**src/design/vdacr_pkg.sv**
```systemverilog
/*
  Package for the video converter input register front end: code widths, code values,
  timing figures and the one-hot state codes of the override tracker.
  Assumes a 40 MHz pclk; nothing else.
*/
package vdacr_pkg;

  localparam int unsigned CODE_W       = 8;
  localparam logic [7:0]  CODE_BLACK   = 8'h00;
  localparam logic [7:0]  CODE_WHITE   = 8'hFF;
  localparam logic [7:0]  CODE_RESET   = 8'h00;

  // times in their own units
  localparam int unsigned CLK_MHZ        = 40;
  localparam int unsigned CLK_PERIOD_NS  = 25;
  localparam int unsigned MAX_UPDATE_MHZ = 40;
  localparam int unsigned SETTLE_NS      = 12;
  // longest time rounds down, but never under one cycle
  localparam int unsigned SETTLE_CYC_RAW = (SETTLE_NS * CLK_MHZ) / 1000;
  localparam int unsigned SETTLE_CYC     = (SETTLE_CYC_RAW < 1) ? 1 : SETTLE_CYC_RAW;
  localparam int unsigned MIN_UPDATE_CYC_RAW = (CLK_MHZ + MAX_UPDATE_MHZ - 1) / MAX_UPDATE_MHZ;
  localparam int unsigned MIN_UPDATE_CYC =
      (MIN_UPDATE_CYC_RAW < 1) ? 1 : MIN_UPDATE_CYC_RAW;

  localparam int unsigned FIFO_DEPTH = 8;

  // APB map
  localparam logic [7:0] ADDR_CTRL   = 8'h00;
  localparam logic [7:0] ADDR_STATUS = 8'h04;
  localparam logic [7:0] ADDR_CODE   = 8'h08;
  localparam logic [7:0] ADDR_COUNT  = 8'h0C;
  localparam int unsigned CTRL_EN_BIT   = 0;
  localparam int unsigned CTRL_FLUSH_BIT = 1;
  localparam logic [1:0]  CTRL_RESET    = 2'h1;
  localparam int unsigned ST_SYNC_BIT   = 0;
  localparam int unsigned ST_BLANK_BIT  = 1;
  localparam int unsigned ST_PEAK_BIT   = 2;
  localparam int unsigned ST_CONFL_BIT  = 3;
  localparam int unsigned ST_EMPTY_BIT  = 4;
  localparam int unsigned ST_FULL_BIT   = 5;

  typedef enum logic [2:0] {
    VDACR_ST_PIXEL  = 3'b001,
    VDACR_ST_FORCED = 3'b010,
    VDACR_ST_BLACK  = 3'b100
  } vdacr_mode_e;

endpackage

```
**src/design/vdacr_stream_if.sv**
```systemverilog
/*
  Valid/ready carrier between the pixel FIFO and the input register stage.
  Assumes both ends share pclk.
*/
`timescale 1ns/10ps
interface vdacr_stream_if #(
  parameter int unsigned W = 8
);
  logic         valid;
  logic         ready;
  logic [W-1:0] data;

  modport src (output valid, output data, input  ready);
  modport snk (input  valid, input  data, output ready);
endinterface

```
**src/design/vdacr_top.sv**
```systemverilog
/*
  Digital front end of an 8-bit video converter: pixel FIFO, input register loaded
  on strobe, sync/blanking/peak-white overrides and current switch enables.
  Assumes the pixel source and the override lines are synchronous to pclk (40 MHz),
  and an APB master for configuration and status.
*/
// The address map and the APB slave port were decided locally.
`timescale 1ns/10ps
module vdacr_top #(
  parameter int unsigned CODE_W = vdacr_pkg::CODE_W,
  parameter int unsigned DEPTH  = vdacr_pkg::FIFO_DEPTH
) (
  input  wire logic              pclk,
  input  wire logic              presetn,
  input  wire logic [CODE_W-1:0] pix_code,
  input  wire logic              pix_valid,
  output logic                   pix_ready,
  input  wire logic              strobe,
  input  wire logic              sync_n,
  input  wire logic              blank_n,
  input  wire logic              peak_n,
  output logic [CODE_W-1:0]      dac_code,
  output logic                   sw_sync_on,
  output logic                   sw_blank_on,
  output logic                   sw_setup_on,
  input  wire logic              psel,
  input  wire logic              penable,
  input  wire logic              pwrite,
  input  wire logic [7:0]        paddr,
  input  wire logic [31:0]       pwdata,
  output logic [31:0]            prdata,
  output logic                   pready,
  output logic                   pslverr
);

  localparam int unsigned FW = $clog2(DEPTH) + 1;

  // refuse shapes that the register and fifo logic cannot serve
  initial begin
    if (CODE_W != 8) begin
      $error("input register width must be 8");
    end
    if (DEPTH < 2 || (DEPTH & (DEPTH - 1)) != 0) begin
      $error("fifo depth must be a power of two of at least 2");
    end
  end

  ////////////////////////////////////////////////////////////////////////////
  // declarations

  vdacr_stream_if #(.W(CODE_W)) pix_s ();

  logic                   fifo_in_ready;
  logic                   push;
  logic                   pop;
  logic                   flush;
  logic                   enable;
  logic [FW-1:0]          fill_q;
  logic [FW-1:0]          fill_d;
  logic                   pix_ready_q;
  logic                   pix_ready_d;
  logic                   strobe_q;
  logic                   strobe_rise;
  logic                   clearing;
  logic                   peak_on;
  logic                   conflict;
  logic                   load;
  logic [CODE_W-1:0]      code_q;
  logic [CODE_W-1:0]      code_d;
  vdacr_pkg::vdacr_mode_e mode_q;
  vdacr_pkg::vdacr_mode_e mode_d;
  logic                   sync_q;
  logic                   sync_d;
  logic                   blank_q;
  logic                   blank_d;
  logic                   setup_q;
  logic                   setup_d;
  logic [1:0]             ctrl_q;
  logic [1:0]             ctrl_d;
  logic                   confl_q;
  logic                   confl_d;
  logic [31:0]            count_q;
  logic [31:0]            count_d;
  logic                   apb_acc;
  logic                   apb_wr;
  logic                   pready_q;
  logic                   pready_d;
  logic                   pslverr_q;
  logic                   pslverr_d;
  logic [31:0]            prdata_q;
  logic [31:0]            prdata_d;
  logic [31:0]            status;

  ////////////////////////////////////////////////////////////////////////////
  // pixel fifo

  vdacr_fifo #(
    .WIDTH (CODE_W),
    .DEPTH (DEPTH)
  ) u_fifo (
    .pclk     (pclk),
    .presetn  (presetn),
    .flush    (flush),
    .in_valid (push),
    .in_data  (pix_code),
    .in_ready (fifo_in_ready),
    .out      (pix_s)
  );

  assign flush  = ctrl_q[vdacr_pkg::CTRL_FLUSH_BIT];
  assign enable = ctrl_q[vdacr_pkg::CTRL_EN_BIT];
  // ready is registered, so it is promised one slot ahead
  assign push   = pix_valid && pix_ready_q;

  // own fill count: pix_ready must come from a flop, not from the fifo
  always_comb begin
    fill_d = fill_q;
    if (flush) begin
      fill_d = '0;
    end else if (push && !pop) begin
      fill_d = fill_q + FW'(1);
    end else if (pop && !push) begin
      fill_d = fill_q - FW'(1);
    end
    // one slot spare: a push may land in the cycle ready is dropped
    pix_ready_d = (fill_d <= FW'(DEPTH - 2));
  end

  always_ff @(posedge pclk or negedge presetn) begin
    if (!presetn) begin
      fill_q      <= '0;
      pix_ready_q <= 1'b0;
      strobe_q    <= 1'b0;
    end else begin
      fill_q      <= fill_d;
      pix_ready_q <= pix_ready_d;
      strobe_q    <= strobe;
    end
  end

  AST_NO_OVERFLOW: assert property (@(posedge pclk) disable iff (!presetn)
    push |-> fifo_in_ready)
    else $error("pixel accepted while the fifo was full");

  ////////////////////////////////////////////////////////////////////////////
  // strobe and overrides

  // idle strobe is low, so strobe_q resets low: no false edge after reset
  assign strobe_rise = strobe && !strobe_q;
  // a strobe consumes its slot while enabled and not flushing, even when an override discards it
  assign pix_s.ready = strobe_rise && enable && !flush;
  assign pop         = pix_s.valid && pix_s.ready;
  assign clearing    = !sync_n || !blank_n;
  assign peak_on     = !peak_n;
  // clearing wins at the input register when the driver breaks the rule; peak still drops the setup switch
  assign conflict    = clearing && peak_on;
  assign load        = pop && !clearing && !peak_on;

  ////////////////////////////////////////////////////////////////////////////
  // input register, one slice per bit

  for (genvar b = 0; b < CODE_W; b++) begin : g_code_bit
    assign code_d[b] = clearing ? 1'b0 :
                       peak_on  ? 1'b1 :
                       load     ? pix_s.data[b] :
                       code_q[b];
  end

  ////////////////////////////////////////////////////////////////////////////
  // current switches and mode tracker

  always_comb begin
    sync_d  = !sync_n;
    blank_d = !blank_n;
    setup_d = peak_n;
    mode_d  = mode_q;
    if (clearing || peak_on) begin
      mode_d = vdacr_pkg::VDACR_ST_FORCED;
    end else begin
      unique case (mode_q)
        vdacr_pkg::VDACR_ST_PIXEL: begin
          mode_d = vdacr_pkg::VDACR_ST_PIXEL;
        end
        vdacr_pkg::VDACR_ST_FORCED: begin
          // peak leaves its ones behind; sync and blank leave black
          if (load || code_q != vdacr_pkg::CODE_BLACK) begin
            mode_d = vdacr_pkg::VDACR_ST_PIXEL;
          end else begin
            mode_d = vdacr_pkg::VDACR_ST_BLACK;
          end
        end
        vdacr_pkg::VDACR_ST_BLACK: begin
          if (load) begin
            mode_d = vdacr_pkg::VDACR_ST_PIXEL;
          end
        end
        default: begin
          mode_d = vdacr_pkg::VDACR_ST_BLACK;
        end
      endcase
    end
  end

  always_ff @(posedge pclk or negedge presetn) begin
    if (!presetn) begin
      code_q  <= CODE_W'(vdacr_pkg::CODE_RESET);
      mode_q  <= vdacr_pkg::VDACR_ST_BLACK;
      sync_q  <= 1'b0;
      blank_q <= 1'b0;
      setup_q <= 1'b1;
    end else begin
      code_q  <= code_d;
      mode_q  <= mode_d;
      sync_q  <= sync_d;
      blank_q <= blank_d;
      setup_q <= setup_d;
    end
  end

  // code goes straight to the gray-scale switches, levels are analog
  assign dac_code    = code_q;
  assign sw_sync_on  = sync_q;
  assign sw_blank_on = blank_q;
  assign sw_setup_on = setup_q;
  assign pix_ready   = pix_ready_q;

  AST_SYNC_CLEARS: assert property (@(posedge pclk) disable iff (!presetn)
    !sync_n |=> (dac_code == vdacr_pkg::CODE_BLACK) && sw_sync_on)
    else $error("sync did not clear the input register");

  AST_BLANK_CLEARS: assert property (@(posedge pclk) disable iff (!presetn)
    !blank_n |=> (dac_code == vdacr_pkg::CODE_BLACK) && sw_blank_on)
    else $error("blanking did not clear the input register");

  AST_PEAK_SETS: assert property (@(posedge pclk) disable iff (!presetn)
    (peak_on && !clearing) |=> (dac_code == vdacr_pkg::CODE_WHITE) && !sw_setup_on)
    else $error("peak white did not set the register or drop setup");

  AST_HELD_UNDER_SYNC: assert property (@(posedge pclk) disable iff (!presetn)
    (clearing && strobe_rise) |=> dac_code == vdacr_pkg::CODE_BLACK)
    else $error("strobe loaded a code under sync or blanking");

  AST_SWITCH_FOLLOWS: assert property (@(posedge pclk) disable iff (!presetn)
    1'b1 |=> (sw_sync_on == !$past(sync_n)) && (sw_blank_on == !$past(blank_n)))
    else $error("sync or blank switch lags its control");

  AST_BLACK_UNTIL_STROBE: assert property (@(posedge pclk) disable iff (!presetn)
    (mode_q == vdacr_pkg::VDACR_ST_BLACK) |-> dac_code == vdacr_pkg::CODE_BLACK)
    else $error("output left black without a strobe");

  AST_LOAD_TAKES_HEAD: assert property (@(posedge pclk) disable iff (!presetn)
    load |=> dac_code == $past(pix_s.data))
    else $error("strobe did not capture the head pixel");

  AST_HOLD_NO_EVENT: assert property (@(posedge pclk) disable iff (!presetn)
    (!load && !clearing && !peak_on) |=> $stable(dac_code))
    else $error("code changed without strobe or control");

  ////////////////////////////////////////////////////////////////////////////
  // register bus: one wait state, answer registered

  assign apb_acc = psel && penable;
  assign apb_wr  = apb_acc && pready_q && pwrite;

  always_comb begin
    status                               = '0;
    status[vdacr_pkg::ST_SYNC_BIT]       = sync_q;
    status[vdacr_pkg::ST_BLANK_BIT]      = blank_q;
    status[vdacr_pkg::ST_PEAK_BIT]       = !setup_q;
    status[vdacr_pkg::ST_CONFL_BIT]      = confl_q;
    status[vdacr_pkg::ST_EMPTY_BIT]      = !pix_s.valid;
    status[vdacr_pkg::ST_FULL_BIT]       = !fifo_in_ready;
  end

  always_comb begin
    ctrl_d                           = ctrl_q;
    // flush is a one-cycle pulse, never left standing
    ctrl_d[vdacr_pkg::CTRL_FLUSH_BIT] = 1'b0;
    confl_d                          = confl_q;
    count_d                          = count_q;
    pready_d                         = apb_acc && !pready_q;
    pslverr_d                        = 1'b0;
    prdata_d                         = prdata_q;
    if (load) begin
      count_d = count_q + 32'h1;
    end
    if (apb_wr && paddr == vdacr_pkg::ADDR_CTRL) begin
      ctrl_d = pwdata[1:0];
    end
    if (apb_wr && paddr == vdacr_pkg::ADDR_STATUS && pwdata[vdacr_pkg::ST_CONFL_BIT]) begin
      confl_d = 1'b0;
    end
    // set after clear: an event in the clearing cycle is not lost
    if (conflict) begin
      confl_d = 1'b1;
    end
    // read data is formed in the first access cycle, shown in the second
    if (apb_acc && !pready_q) begin
      prdata_d = '0;
      case (paddr)
        vdacr_pkg::ADDR_CTRL: begin
          prdata_d = {30'h0, ctrl_q};
        end
        vdacr_pkg::ADDR_STATUS: begin
          prdata_d = status;
        end
        vdacr_pkg::ADDR_CODE: begin
          prdata_d = {{(32 - CODE_W){1'b0}}, code_q};
        end
        vdacr_pkg::ADDR_COUNT: begin
          prdata_d = count_q;
        end
        default: begin
          pslverr_d = 1'b1;
        end
      endcase
    end
  end

  always_ff @(posedge pclk or negedge presetn) begin
    if (!presetn) begin
      ctrl_q    <= vdacr_pkg::CTRL_RESET;
      confl_q   <= 1'b0;
      count_q   <= 32'h0;
      pready_q  <= 1'b0;
      pslverr_q <= 1'b0;
      prdata_q  <= 32'h0;
    end else begin
      ctrl_q    <= ctrl_d;
      confl_q   <= confl_d;
      count_q   <= count_d;
      pready_q  <= pready_d;
      pslverr_q <= pslverr_d;
      prdata_q  <= prdata_d;
    end
  end

  assign pready  = pready_q;
  assign pslverr = pslverr_q;
  assign prdata  = prdata_q;
endmodule

```
**src/design/vdacr_fifo.sv**
```systemverilog
/*
  Synchronous FIFO with valid/ready on both sides, parameterised width and depth.
  Assumes one clock and an asynchronous active-low reset.
*/
`timescale 1ns/10ps
module vdacr_fifo #(
  parameter int unsigned WIDTH = 8,
  parameter int unsigned DEPTH = 8
) (
  input  wire logic             pclk,
  input  wire logic             presetn,
  input  wire logic             flush,
  input  wire logic             in_valid,
  input  wire logic [WIDTH-1:0] in_data,
  output logic                  in_ready,
  vdacr_stream_if.src           out
);
  localparam int unsigned AW = (DEPTH > 1) ? $clog2(DEPTH) : 1;

  initial begin
    if (DEPTH < 2 || (DEPTH & (DEPTH - 1)) != 0 || WIDTH < 1)
      $error("fifo depth must be a power of two of at least 2");
  end

  logic [WIDTH-1:0] mem_q [DEPTH];
  logic [AW:0]      wr_q, wr_d, rd_q, rd_d;
  logic             push, pop, empty, full;

  assign empty     = (wr_q == rd_q);
  assign full      = (wr_q[AW] != rd_q[AW]) && (wr_q[AW-1:0] == rd_q[AW-1:0]);
  assign in_ready  = !full;
  assign out.valid = !empty;
  assign out.data  = mem_q[rd_q[AW-1:0]];
  assign push      = in_valid && !full;
  assign pop       = out.valid && out.ready;

  always_comb begin
    wr_d = wr_q;
    rd_d = rd_q;
    if (flush) begin
      rd_d = wr_q;
    end else begin
      if (push) wr_d = wr_q + 1'b1;
      if (pop)  rd_d = rd_q + 1'b1;
    end
  end

  always_ff @(posedge pclk or negedge presetn) begin
    if (!presetn) begin
      wr_q <= '0;
      rd_q <= '0;
    end else begin
      wr_q <= wr_d;
      rd_q <= rd_d;
    end
  end

  // storage has no reset; emptiness is carried by the pointers
  always_ff @(posedge pclk) begin
    if (push && !flush) mem_q[wr_q[AW-1:0]] <= in_data;
  end
endmodule

```
**config.mk**
```make
export PLATFORM = sky130hd
export DESIGN_NAME = vdacr_top
export DESIGN_NICKNAME = d
export VERILOG_FILES = /design/src/design/vdacr_pkg.sv /design/src/design/vdacr_stream_if.sv /design/src/design/vdacr_top.sv /design/src/design/vdacr_fifo.sv
export SDC_FILE = /design/constraint.sdc
export NUM_CORES = 1
export LEC_CHECK = 0
export ABC_AREA = 0
export BUFFER_PORTS_ARGS = -buffer_cell sky130_fd_sc_hd__buf_2
export CORE_ASPECT_RATIO = 1.1
export CORE_MARGIN = 1.5
export CORE_UTILIZATION = 56
export CTS_CLUSTER_DIAMETER = 40
export CTS_CLUSTER_SIZE = 25
export DETAILED_ROUTE_END_ITERATION = 7
export PLACE_DENSITY = 0.75
export SLEW_MARGIN = 20
export SYNTH_ARGS = -nofsm -noshare
export SYNTH_HDL_FRONTEND = slang
export SYNTH_SLANG_ARGS = --single-unit
```
**constraint.sdc**
```tcl
create_clock -name pclk -period 2.9 [get_ports pclk]
set_input_delay 0.29 -clock pclk [delete_from_list [all_inputs] [get_ports pclk]]
set_output_delay 0.29 -clock pclk [all_outputs]
set_load 0.02 [all_outputs]
```
* Yosys cells after proc, flatten, opt, wreduce, memory -nomap -nowiden
Memory sizes are Yosys's and may differ from the RTL's.
Index checks and enable logic that the tools add are counted.
** Storage, ports and cells
- Latch bits :: 0
- Bits in read-only memories :: 0
- Memory bits (writable) :: 64
- Memories :: 1
- Output and inout bits :: 46
- Register bits after elaboration :: 94
- Logic and storage cells :: 106
- Bits of input ports :: 58
** Memory list
- u_fifo.mem_q :: words 8, width 8, rd ports 1, clocked after memory_dff 0, wr ports 1, line vdacr_fifo.sv:25 : logic [WIDTH-1:0] mem_q [DEPTH];
** Operators by class
- Add/subtract/negate cells :: 5
- Multiply operators :: 0
- Bitwise logic cells :: 1
- Reduce and logical (&&, ||, !) cells :: 38
- Div/mod/pow operators :: 0
- Equality and inequality tests :: 7
- Multiplexer cells :: 37
- Order comparisons :: 1
- Shift-type cells :: 0
** Operator list (count)
- $pmux W32 S4 :: 1
- $add A32 B1 Y32 const B :: 1
- $mux W1 :: 30
- $logic_and A1 B1 Y1 :: 20
- $mux W4 :: 5
- $eq A8 B4 Y1 const B :: 2
- $add A4 B1 Y4 const B :: 3
- $logic_not A1 Y1 :: 12
- $eq A8 B3 Y1 const B :: 1
- $logic_not A8 Y1 :: 1
- $eq A4 B4 Y1 :: 1
- $le A4 B3 Y1 const B :: 1
- $reduce_bool A2 Y1 :: 2
- $reduce_or A4 Y1 :: 1
- $sub A4 B1 Y4 const B :: 1
- $eq A3 B3 Y1 :: 1
- $ne A3 B1 Y1 const B :: 1
- $mux W2 :: 1
- $reduce_and A2 Y1 :: 1
- $logic_or A1 B1 Y1 :: 1
- $ne A1 B1 Y1 :: 1
- $not A1 Y1 :: 1

* Logic depth before layout (Yosys ltp)
Gate-level depths: netlist of run 1.
- Depth in word-level cells :: 10
- Mapped depth :: 10
- Gate-level depth less buffers :: 6

* Cells and area by module
From an unflattened synthesis of run 1, not the netlist that was laid out.
** Second synthesis, totals
- Cells, all modules :: 496
- Area, all modules :: 6855.3 µm²
** By module, submodules not included
- vdacr_top :: area an instance 3806.2 µm², instances 1, cells an instance 335, seq. area each 2154.6 µm²
- vdacr_fifo :: area an instance 3049.2 µm², instances 1, cells an instance 161, seq. area each 2122.0 µm²

* Worst setup path before layout of run 1
OpenSTA, ideal clock, no wires.
- Kind :: flip-flop to flip-flop
- Start point :: reg u_fifo.rd_q[1]
- End point :: mem u_fifo.mem_q[4][0] (enable)
- Data arrival time :: 2.108 ns
- Stages on the path, launching flop included :: 7
- Library setup time :: 0.383 ns
- Data required time :: 2.517 ns
- Setup slack :: 0.409 ns
- Buffers on the path :: 1
- Cell sequence :: dfrtp_1 -> buf_6 -> xor2_1 -> nor3_1 -> a211oi_1 -> nand2_1 -> nor3_1
** Between the ends
- Word-level cells in the longest chain between the ends :: 7
** Ends and longest elaborated chain
- start, declared :: line vdacr_fifo.sv:26 : logic [AW:0] wr_q, wr_d, rd_q, rd_d;
- start signal, assigned :: line vdacr_fifo.sv:54 : rd_q <= rd_d;
- $eq A3 B3 Y1 :: line vdacr_fifo.sv:30 : assign full = (wr_q[AW] != rd_q[AW]) && (wr_q[AW-1:0] == rd_q[AW-1:0]);
- $logic_and A1 B1 Y1 :: line vdacr_fifo.sv:30
- $logic_not A1 Y1
- $logic_and A1 B1 Y1 :: line vdacr_fifo.sv:34 : assign push = in_valid && !full;
- $logic_and A1 B1 Y1 :: line vdacr_fifo.sv:60 : if (push && !flush) mem_q[wr_q[AW-1:0]] <= in_data;
- $mux W1 :: line vdacr_fifo.sv:60
- $mux W1 (not written as such) :: line vdacr_fifo.sv:60
- end, declared :: line vdacr_fifo.sv:25
Every way passes these cells.

* Worst setup path after layout of run 1
- Start point :: reg u_fifo.wr_q[1]
- End point :: mem u_fifo.mem_q[2][5] (enable)
** Between the ends
- Word-level cells in the longest chain between the ends :: 7
** Ends and longest elaborated chain
- start, declared :: line vdacr_fifo.sv:26
- start signal, assigned :: line vdacr_fifo.sv:53 : wr_q <= wr_d;
- $eq A3 B3 Y1 :: line vdacr_fifo.sv:30
- $logic_and A1 B1 Y1 :: line vdacr_fifo.sv:30
- $logic_not A1 Y1
- $logic_and A1 B1 Y1 :: line vdacr_fifo.sv:34
- $logic_and A1 B1 Y1 :: line vdacr_fifo.sv:60
- $mux W1 :: line vdacr_fifo.sv:60
- $mux W1 (not written as such) :: line vdacr_fifo.sv:60
Parallel ways exist; a longest one is shown, timed or not.

==> results of run 1 <==
[worst register-to-register path: cells and delay by family, from the launching register on]
family / cells / cell delay, ns
AO/OA/AOI/OAI: 1 / 0.47
AND/OR/NAND/NOR: 3 / 1.05
XOR/XNOR: 1 / 0.26
flip-flops: 1 / 0.50
[through the flow]
step	hold slack (ns)	std cells	power, W	cell area, um^2
after floorplan	-0.005591	477	0.003094	6640
after global placement	0.3357	688	0.003268	7182
after detailed placement	0.3427	688	0.003312	7182
after CTS	0.05075	722	0.005512	7786
after global routing	0.05318	722	0.005696	7789
final	0.06420	722	0.005482	7789
[cell usage after synthesis, types with 2 or more instances]
cell type | instances | area [um^2]
clkbuf_1 | 13 | 48.80
and2_1 | 4 | 25.02
o31ai_1 | 2 | 15.01
a211oi_1 | 2 | 15.01
edfxtp_1 | 64 | 1922
mux2i_1 | 16 | 160.2
nor4_2 | 2 | 25.02
ha_1 | 5 | 62.56
xnor2_1 | 34 | 297.8
buf_4 | 2 | 15.01
nand2_1 | 32 | 120.1
nand3_1 | 15 | 75.07
inv_1 | 11 | 41.29
a22o_1 | 26 | 227.7
xor2_2 | 2 | 32.53
and3_1 | 9 | 56.30
or4_1 | 2 | 15.01
nor2_1 | 28 | 105.1
a21oi_1 | 19 | 95.09
nand4_1 | 14 | 87.58
nor3_1 | 9 | 45.04
buf_2 | 4 | 20.02
and4_1 | 2 | 17.52
mux4_2 | 18 | 405.4
nand2b_1 | 3 | 18.77
dfstp_2 | 2 | 52.55
buf_1 | 3 | 11.26
o21ai_0 | 11 | 55.05
mux2_2 | 4 | 45.04
xor2_1 | 8 | 70.07
buf_6 | 3 | 33.78
dfrtp_1 | 92 | 2302
nor2b_1 | 2 | 12.51
[metal layers]
layer	vias to the layer above	track usage	share of wire
met1	2123	0.2857	0.41
met5	-	0	0
li1	1926	-	-
met4	0	0.09511	0.017
met2	116	0.4141	0.53
met3	18	0.04651	0.040
[area by class of cell]
cell class              instances  area share
inverters                      11    0.005301
repair buffers                 89     0.06458
flip-flops and latches        158      0.5491
well taps                     150     0.02410
multi-input cells             282      0.2819
clock inverters                14     0.01992
clock buffers                  18     0.05510
[sequential cells by signal, summed over array words and instances (netlist names)]
name and flops:
u_fifo.mem_q 64, ctrl_q 2, sw_sync_on 1, dac_code 8, count_q 32, sw_setup_on 1, strobe_q 1, pready 1
sw_blank_on 1, fill_q 4, u_fifo.wr_q 4, pslverr 1, u_fifo.rd_q 4, confl_q 1, prdata 32, pix_ready 1
[placed cells by master, fill, tap and decap left out, drive strengths merged, types with 15 or more instances in the layout]
master	n
mux4	18
inv	17
xnor2	34
nor2	28
nand3	15
nand2	32
buf	87
dfrtp	92
a22o	26
mux2i	16
a21oi	19
clkbuf	18
edfxtp	64
[power breakdown]
group / switching, W / internal (W)
combinational: 0.000389 / 0.000260
sequential: 0.000128 / 0.00252
clock: 0.000907 / 0.00128
[cells by family after synthesis]
logic type / count (synthesis) / share of synthesized area
buffers and inverters: 37 / 0.02638
xor gates and xnor gates: 44 / 0.06030
and+or+nand+nor: 128 / 0.09761
muxes: 38 / 0.09195
DFF: 158 / 0.6441
AOI/OAI and AO/OA: 67 / 0.07028
adders and majority gates: 5 / 0.009422
[final timing paths]
kind / cells past startpoint / to / startpoint
min in group asynchronous: 2 / prdata[7] / presetn
setup reg to reg: 5 / u_fifo.mem_q[2][5] / u_fifo.wr_q[1]
max in group asynchronous: 3 / ctrl_q[0] / presetn
setup / recovery: 5 / u_fifo.mem_q[2][5] / u_fifo.wr_q[1]
hold reg to reg: 2 / prdata[7] / prdata[7]
hold / removal: 1 / sw_setup_on / peak_n
[repair_timing]
item / CTS / global route
hold buffers: 2 / 0
endpoints found under the hold margin: 48 / 0
gates resized for setup: 0 / 1
endpoints found under the setup margin: 0 / 3
==> flow_summary_export.csv, run 1 <==
group,metric,value,unit
run_status,status,"finished clean",
cells_and_area,regArea,4277,um^2
floorplan,io_pins,104,
cells_and_area,multiInputGateArea,2196,um^2
cells_and_area,fillers,804,
timing,setup_viol,0,
floorplan,fp-row-count,41,
cells_and_area,drive_above_1_share,0.2587,
floorplan,core,11490,um^2
global_route,antenna_found_initial,0,
worst_hold_path,min_path_type,"in2reg",
synth,yosys_warnings,0,
timing,finalClockSkew,0.01470,ns
power,power_leakage,3.359,nW
cells_and_area,final_util,0.6778,
synth,ys_seq_elements,158,
cts,numCtsBuffers,17,
timing,slew_viol_final,0,
route,final_antenna_net_count,0,
setup_path,start_kind,"register",
synth,synthArstFlopShare,0.5949,
timing,tns,0,ns
cts,cts.clk_slew.worst_paths,0.06,ns
global_route,grt_max_degree,50,
setup_path,cp.arrival,2.70,ns
synth,synth_edf_count,64,
setup_path,path_cells,"xor2_1, nor3_1, a211oi_1, nand2b_1, nor2_1",
timing,maxSlewHeadroom,0.4431,
route,avgViaCountPerCell,5.794,
route,vias,4183,
synth,synthFlopType,"dfrtp_1",
power,ir_drop,0.0005333,V
global_route,grt_overflow,0,
synth,avgSynthCellArea,13.92,um^2
place,gp_congestion,0.8347,
cts,htreeDepth,4,
synth,ys_types,47,
synth,netlist_area,6640,um^2
cts,clock_path_buffers,2,
route,drc,0,
place,io_buffer_count,74,
synth,syn_nets,540,
cts,cts_setup_buffers,0,
global_route,grt_usage,0.2344,
cells_and_area,n_antenna_cell,0,
place,post-place-ws,0.3305,ns
setup_path,path_max_fanout,9,
floorplan,fp.dieW,106.8,um
setup_path,r2r_slack,0.24,ns
floorplan,dieArea,12520,um^2
setup_path,critPathCaptureType,"register",
timing,hold_viol_final,0,
timing,post-route-min-period,2.662,ns
power,power_density,703.8,nW/um^2
route,first_iter_violations,248,
setup_path,slowest_delay,0.69,ns
synth,netlist_instances,477,
synth,ys_seq_area_frac,0.6441,
cells_and_area,final_nets,622,
route,drt-pass1-iter-count,4,
run,cap_violations,0,
timing,clock.fmax,375.7,MHz
floorplan,initial_core_util,0.5779,
setup_path,cp_top_family,"simple AND/OR/NAND/NOR gates",
timing,worst_slew_pin_slew,0.8323,ns
global_route,grt_pass1_wl,21880,um
setup_path,cpMaxStageDelayCell,"nor2_1",
setup_path,required,2.94,ns
timing,fin_crit_sh,0.9179,
place,hpwl,8567,um
timing,post-route-worst-setup-slack,0.2380,ns
cells_and_area,layout-area-overhead-vs-synth,17.30,%
cts,cts_sinks,158,
setup_path,critPathKind,"reg2reg",
floorplan,die_h,117.2,um
route,postRouteWirelength,13500,um
setup_path,worst-path-buf-inv,0,
global_route,grt_pass1_vias,4290,
cts,clk_latency,0.42,ns
cts,cts_root_buf,"clkbuf_16",
route,wire_per_inst,18.70,um
cts,cts_tree,"built",
Note: power is estimated with default switching activity, not from simulation.
==> inputs of run 2 (changes only) <==
--- a/config.mk
+++ b/config.mk
@@ -9,11 +9,11 @@
 export BUFFER_PORTS_ARGS = -buffer_cell sky130_fd_sc_hd__buf_2
 export CORE_ASPECT_RATIO = 1.1
 export CORE_MARGIN = 1.5
-export CORE_UTILIZATION = 56
+export CORE_UTILIZATION = 51
 export CTS_CLUSTER_DIAMETER = 40
 export CTS_CLUSTER_SIZE = 25
 export DETAILED_ROUTE_END_ITERATION = 7
-export PLACE_DENSITY = 0.75
+export PLACE_DENSITY = 0.72
 export SLEW_MARGIN = 20
 export SYNTH_ARGS = -nofsm -noshare
 export SYNTH_HDL_FRONTEND = slang
==> constraint.sdc (replaced) <==
create_clock -name pclk -period 2.28 [get_ports pclk]
set_input_delay 0.228 -clock pclk [delete_from_list [all_inputs] [get_ports pclk]]
set_output_delay 0.228 -clock pclk [all_outputs]
set_load 0.02 [all_outputs]
==> run 2 against run 1 <==
Net effect:
- clock-buffer cell count unchanged
- non-clock buffer count increased by 20
- highest routed layer unchanged
- design area grew 2.5%
- sequential share of layout area fell by 1.3 points
- clock power grew 31%
- global-route usage fell by 2.4 points
- largest cell class unchanged
- cell count increased by 3.7%
==> flow_summary_export.csv, run 2 (synthesis gave the netlist of run 1 again) <==
group,metric,value,unit
global_route,grt_max_degree,53,
cts,cts_tree,"built",
setup_path,rr_worst_depth,7,
route,postRouteWirelength,13600,um
cells_and_area,regArea,4277,um^2
cells_and_area,final_util,0.6312,
timing,clock.fmax,473.9,MHz
floorplan,fp.dieW,111.8,um
power,swShare,0.2646,
cells_and_area,fillers,936,
setup_path,r2r_slack,0.17,ns
cells_and_area,n_antenna_cell,0,
power,power_density,898.2,nW/um^2
timing,worst_slew_pin_slew,0.5709,ns
power,power_frac_clock,0.399,
cts,clk_latency,0.42,ns
timing,maxSlewHeadroom,0.6194,
route,avgViaCountPerCell,5.619,
place,io_buffer_count,74,
timing,setup_viol,0,
cells_and_area,multiInputGateArea,2206,um^2
run,cap_violations,0,
setup_path,critPathCaptureType,"register",
cts,cts_sinks,158,
global_route,grt_pass1_vias,4270,
cells_and_area,final_cell_mix,"92 x dfrtp_1, 73 x buf_2, 64 x edfxtp_1",
cells_and_area,final_nets,642,
power,comb_power_share,0.137,
cts,cts_setup_buffers,0,
power,switchingPower,0.001897,W
cts,numCtsBuffers,17,
cells_and_area,drive_above_1_share,0.2855,
route,vias,4209,
place,hpwl,9245,um
route,first_iter_violations,274,
cts,ctsResizeCount,0,
timing,hold_ws,0.05077,ns
setup_path,cp.arrival,2.46,ns
route,wire_per_inst,18.16,um
timing,grt_setup_unrepaired,"false",
route,drt-pass1-iter-count,4,
power,power_leakage,3.477,nW
setup_path,path_max_fanout,8,
power,ir_drop,0.0007578,V
timing,post-route-min-period,2.110,ns
floorplan,dieArea,13710,um^2
place,gp_congestion,0.7983,
worst_hold_path,min_path_type,"in2reg",
global_route,grt_usage,0.2108,
cells_and_area,layout-area-overhead-vs-synth,20.18,%
cts,clock_path_buffers,2,
timing,finalClockSkew,0.007431,ns
run_status,status,"finished clean",
cts,cts_root_buf,"clkbuf_16",
floorplan,initial_core_util,0.5252,
floorplan,die_h,122.7,um
timing,slew_viol_final,0,
floorplan,io_pins,104,
timing,hold_viol_final,0,
setup_path,required,2.63,ns
floorplan,core,12640,um^2
cts,htreeDepth,4,
cells_and_area,final_common_cell,"dfrtp_1",
worst_hold_path,holdPathStages,2,
floorplan,fp-row-count,43,
cts,cts.clk_slew.worst_paths,0.06,ns
route,drc,0,
timing,fin_crit_sh,0.9255,
cts,holdBufCountCts,4,
route,final_antenna_net_count,0,
setup_path,start_kind,"register",
setup_path,critPathKind,"reg2reg",
global_route,grt_overflow,0,
global_route,antenna_found_initial,0,
power,seq_power_share,0.464,
cells_and_area,largest_reg_flops,64,
power,p_int,0.005271,W
global_route,grt_pass1_wl,21960,um
-- run 2: changes by cell type in the layout (fill, tap and decap cells not counted) --
cell	delta
inv_8	+3
nor3_2	+2
clkinvlp_2	-1
buf_4	+18
nor3_1	-2
clkinv_1	-1
dlygate4sd3_1	+2
clkinv_4	+1
clkinvlp_4	-1
inv_6	-1
-- run 2: path summary, 6_finish.rpt --
path	startpoint	endpoint
min in group asynchronous	presetn	prdata[7]
hold reg to reg	prdata[7]	prdata[7]
max in group asynchronous	presetn	prdata[22]
setup / recovery	u_fifo.rd_q[0]	pix_ready
hold / removal	pwdata[1]	ctrl_q[1]
setup reg to reg	u_fifo.rd_q[0]	pix_ready
-- run 2: area by class of cell --
class                   count  share of cell area
inverters                  11            0.005174
repair buffers            109             0.08247
flip-flops and latches    158              0.5359
well taps                 157             0.02462
clock inverters            14             0.02164
multi-input cells         282              0.2764
clock buffers              18             0.05378
-- run 2: worst max-delay path: stages, from the launching register on --
cell and delay [ns]:
dfrtp_1 0.41, xor2_2 0.19, nor4_2 0.27, or2_1 0.34, buf_4 0.21, o22a_1 0.17
mux2i_1 0.26, o31a_1 0.20
-- run 2: routing by layer --
layer / GRT usage / share of wire / vias up
li1: - / - / 1967
met1: 0.2583 / 0.43 / 2145
met2: 0.3712 / 0.53 / 81
met3: 0.04543 / 0.031 / 16
met4: 0.07595 / 0.011 / 0
met5: 0 / 0 / -
-- run 2: power by group through the flow --
stage	combinational, W	clock [W]	sequential [W]
floorplan	0.000579	0	0.00337
global placement	0.000915	0	0.00336
detailed placement	0.000965	0	0.00338
CTS	0.000992	0.00289	0.00332
global route	0.00109	0.00301	0.00335
finish	0.000984	0.00286	0.00332
-- run 2: metrics by stage --
step                      setup slack [ns]  cell area (um^2)  total power (W)  std cells  setup TNS, ns
after CTS                           0.1614              7980         0.007209        749              0
after global placement              0.2170              7338         0.004275        713              0
final                               0.1699              7980         0.007168        749              0
after floorplan                   -0.02218              6653         0.003947        477        -0.3837
after global routing              0.003348              7980         0.007445        749              0
after detailed placement            0.1876              7338         0.004344        713              0
==> inputs of run 3 (changes only) <==
--- a/config.mk
+++ b/config.mk
@@ -9,11 +9,11 @@
 export BUFFER_PORTS_ARGS = -buffer_cell sky130_fd_sc_hd__buf_2
 export CORE_ASPECT_RATIO = 1.1
 export CORE_MARGIN = 1.5
-export CORE_UTILIZATION = 51
+export CORE_UTILIZATION = 40
 export CTS_CLUSTER_DIAMETER = 40
 export CTS_CLUSTER_SIZE = 25
 export DETAILED_ROUTE_END_ITERATION = 7
-export PLACE_DENSITY = 0.72
+export PLACE_DENSITY = 0.58
 export SLEW_MARGIN = 20
 export SYNTH_ARGS = -nofsm -noshare
 export SYNTH_HDL_FRONTEND = slang
==> run 3 against run 2 <==
Net effect:
- hold slack got worse by 0.026 ns
- sequential share of layout area fell by 0.57 points
- sequential power barely moved
- clock-buffer cell count rose by 3
- setup slack got worse by 0.020 ns
- flip-flop and latch count did not move
- non-clock buffer count rose by 1
- critical endpoint unchanged
- largest power group unchanged
- highest routed layer unchanged
==> flow_summary_export.csv, run 3 (synthesis gave the netlist of run 1 again) <==
group,metric,value,unit
floorplan,die_h,138.1,um
cells_and_area,largest_reg_flops,64,
global_route,grt_max_degree,41,
place,post-place-ws,0.1474,ns
timing,clock.fmax,469.5,MHz
cts,cts_setup_buffers,0,
cells_and_area,instances_no_fill,797,
cells_and_area,fillers,1430,
global_route,grt_usage,0.1668,
route,first_iter_violations,234,
setup_path,path_cells,"xor2_1, nor4_2, or2_1, or4_1, o311a_1, o31a_1",
cts,numCtsBuffers,17,
power,total_power,0.007165,W
setup_path,critPathKind,"reg2reg",
timing,post-route-worst-setup-slack,0.1499,ns
global_route,grt_pass1_vias,4292,
worst_hold_path,min_path_type,"in2reg",
setup_path,slowest_delay,0.52,ns
route,final_antenna_net_count,0,
floorplan,core,16310,um^2
route,avgViaCountPerCell,5.144,
cells_and_area,final_common_cell,"dfrtp_1",
setup_path,worst-path-buf-inv,0,
route,postRouteWirelength,13560,um
timing,maxSlewHeadroom,0.6498,
route,vias,4100,
timing,hold_viol_final,0,
setup_path,critPathCaptureType,"register",
setup_path,endpoint,"pix_ready",
cells_and_area,drive_above_1_share,0.2867,
route,drt-pass1-iter-count,6,
place,gp_congestion,0.7673,
global_route,grt_pass1_wl,22100,um
cts,clk_latency,0.42,ns
cts,cts.clk_slew.worst_paths,0.06,ns
cells_and_area,design_area,8066,um^2
setup_path,cp_top_family,"simple AND/OR/NAND/NOR gates",
timing,setup_viol,0,
global_route,grt_overflow,0,
power,ir_drop,0.0005520,V
place,dp.cells,761,
cells_and_area,final_util,0.4946,
floorplan,initial_core_util,0.4072,
route,wire_per_inst,17.01,um
timing,finalClockSkew,0.01214,ns
cells_and_area,n_antenna_cell,0,
cts,htreeDepth,4,
setup_path,required,2.58,ns
run,cap_violations,0,
global_route,antenna_found_initial,0,
cts,cts_tree,"built",
cells_and_area,final_cell_mix,"92 x dfrtp_1, 73 x buf_2, 64 x edfxtp_1",
power,power_leakage,3.482,nW
setup_path,start_kind,"register",
setup_path,path_max_fanout,9,
timing,post-route-min-period,2.130,ns
floorplan,fp.dieW,125.8,um
timing,slew_viol_final,0,
place,hpwl,9642,um
cells_and_area,layout-area-overhead-vs-synth,21.48,%
timing,worst_slew_pin_slew,0.5253,ns
cts,cts_root_buf,"clkbuf_16",
setup_path,cpMaxStageDelayCell,"or4_1",
floorplan,dieArea,17380,um^2
setup_path,rr_worst_depth,6,
route,drc,0,
place,place_area,7405,um^2
setup_path,worst-path-stages,6,
floorplan,fp-row-count,49,
cts,clock_path_buffers,2,
setup_path,r2r_end,"pix_ready",
setup_path,rr_startpoint,"u_fifo.rd_q[1]",
run_status,status,"finished clean",
setup_path,r2r_slack,0.15,ns
setup_path,startpoint,"u_fifo.rd_q[1]",
setup_path,cp.arrival,2.43,ns
floorplan,io_pins,104,
cts,cts_sinks,158,
timing,grt_setup_unrepaired,"false",
power,power_density,888.3,nW/um^2
place,io_buffer_count,74,
cells_and_area,final_nets,643,
timing,fin_crit_sh,0.9343,
-- run 3: how the worst min path moves through the flow --
| stage | from | to | slack (ns) | cells after the start |
|---|---|---|---|---|
| final | pwdata[1] | ctrl_q[1] | 0.03 | 2 |
| after global routing | pwdata[1] | ctrl_q[1] | 0.003 | 2 |
| after CTS | pwdata[1] | ctrl_q[1] | 0.009 | 2 |
| after detailed placement | presetn | prdata[29] | 0.24 | 1 |
| after global placement | presetn | count_q[23] | 0.24 | 1 |
| after floorplan | presetn | confl_q | -0.07 | 0 |
-- run 3: per-layer routing --
layer,vias to the layer above,share of wire,track usage
met5,-,0,0
met2,87,0.54,0.2947
li1,1960,-,-
met4,0,0.0083,0.07018
met1,2044,0.42,0.1943
met3,9,0.035,0.03947
-- run 3: per-stage QoR --
stage | hold WS, ns | TNS (ns)
finish | 0.02516 | 0
global placement | 0.2367 | 0
floorplan | -0.06759 | -0.3837
detailed placement | 0.2439 | 0
CTS | 0.009010 | 0
global route | 0.002540 | 0
-- run 3: area by class of cell --
class                      instances  area [um^2]  area share
sequential                       158         4277      0.5302
clock inverter                    11        128.9     0.01598
tap                              204        255.2     0.03164
timing repair buffer             110        665.6     0.08252
clock buffer                      21        493.0     0.06111
inverter                          11        41.29    0.005119
multi-input combinational        282         2206      0.2735
-- run 3: repair_timing --
action | CTS | global route
hold endpoints to repair | 40 | 0
resized for setup | 0 | 0
hold buffers | 4 | 0
setup endpoints to repair | 0 | 0
-- run 3: where the power goes --
part           switching, W  internal (W)  leakage, nW
Combinational      0.000538      0.000412         1.36
Clock               0.00112       0.00178        0.288
Sequential         0.000120       0.00320         1.83
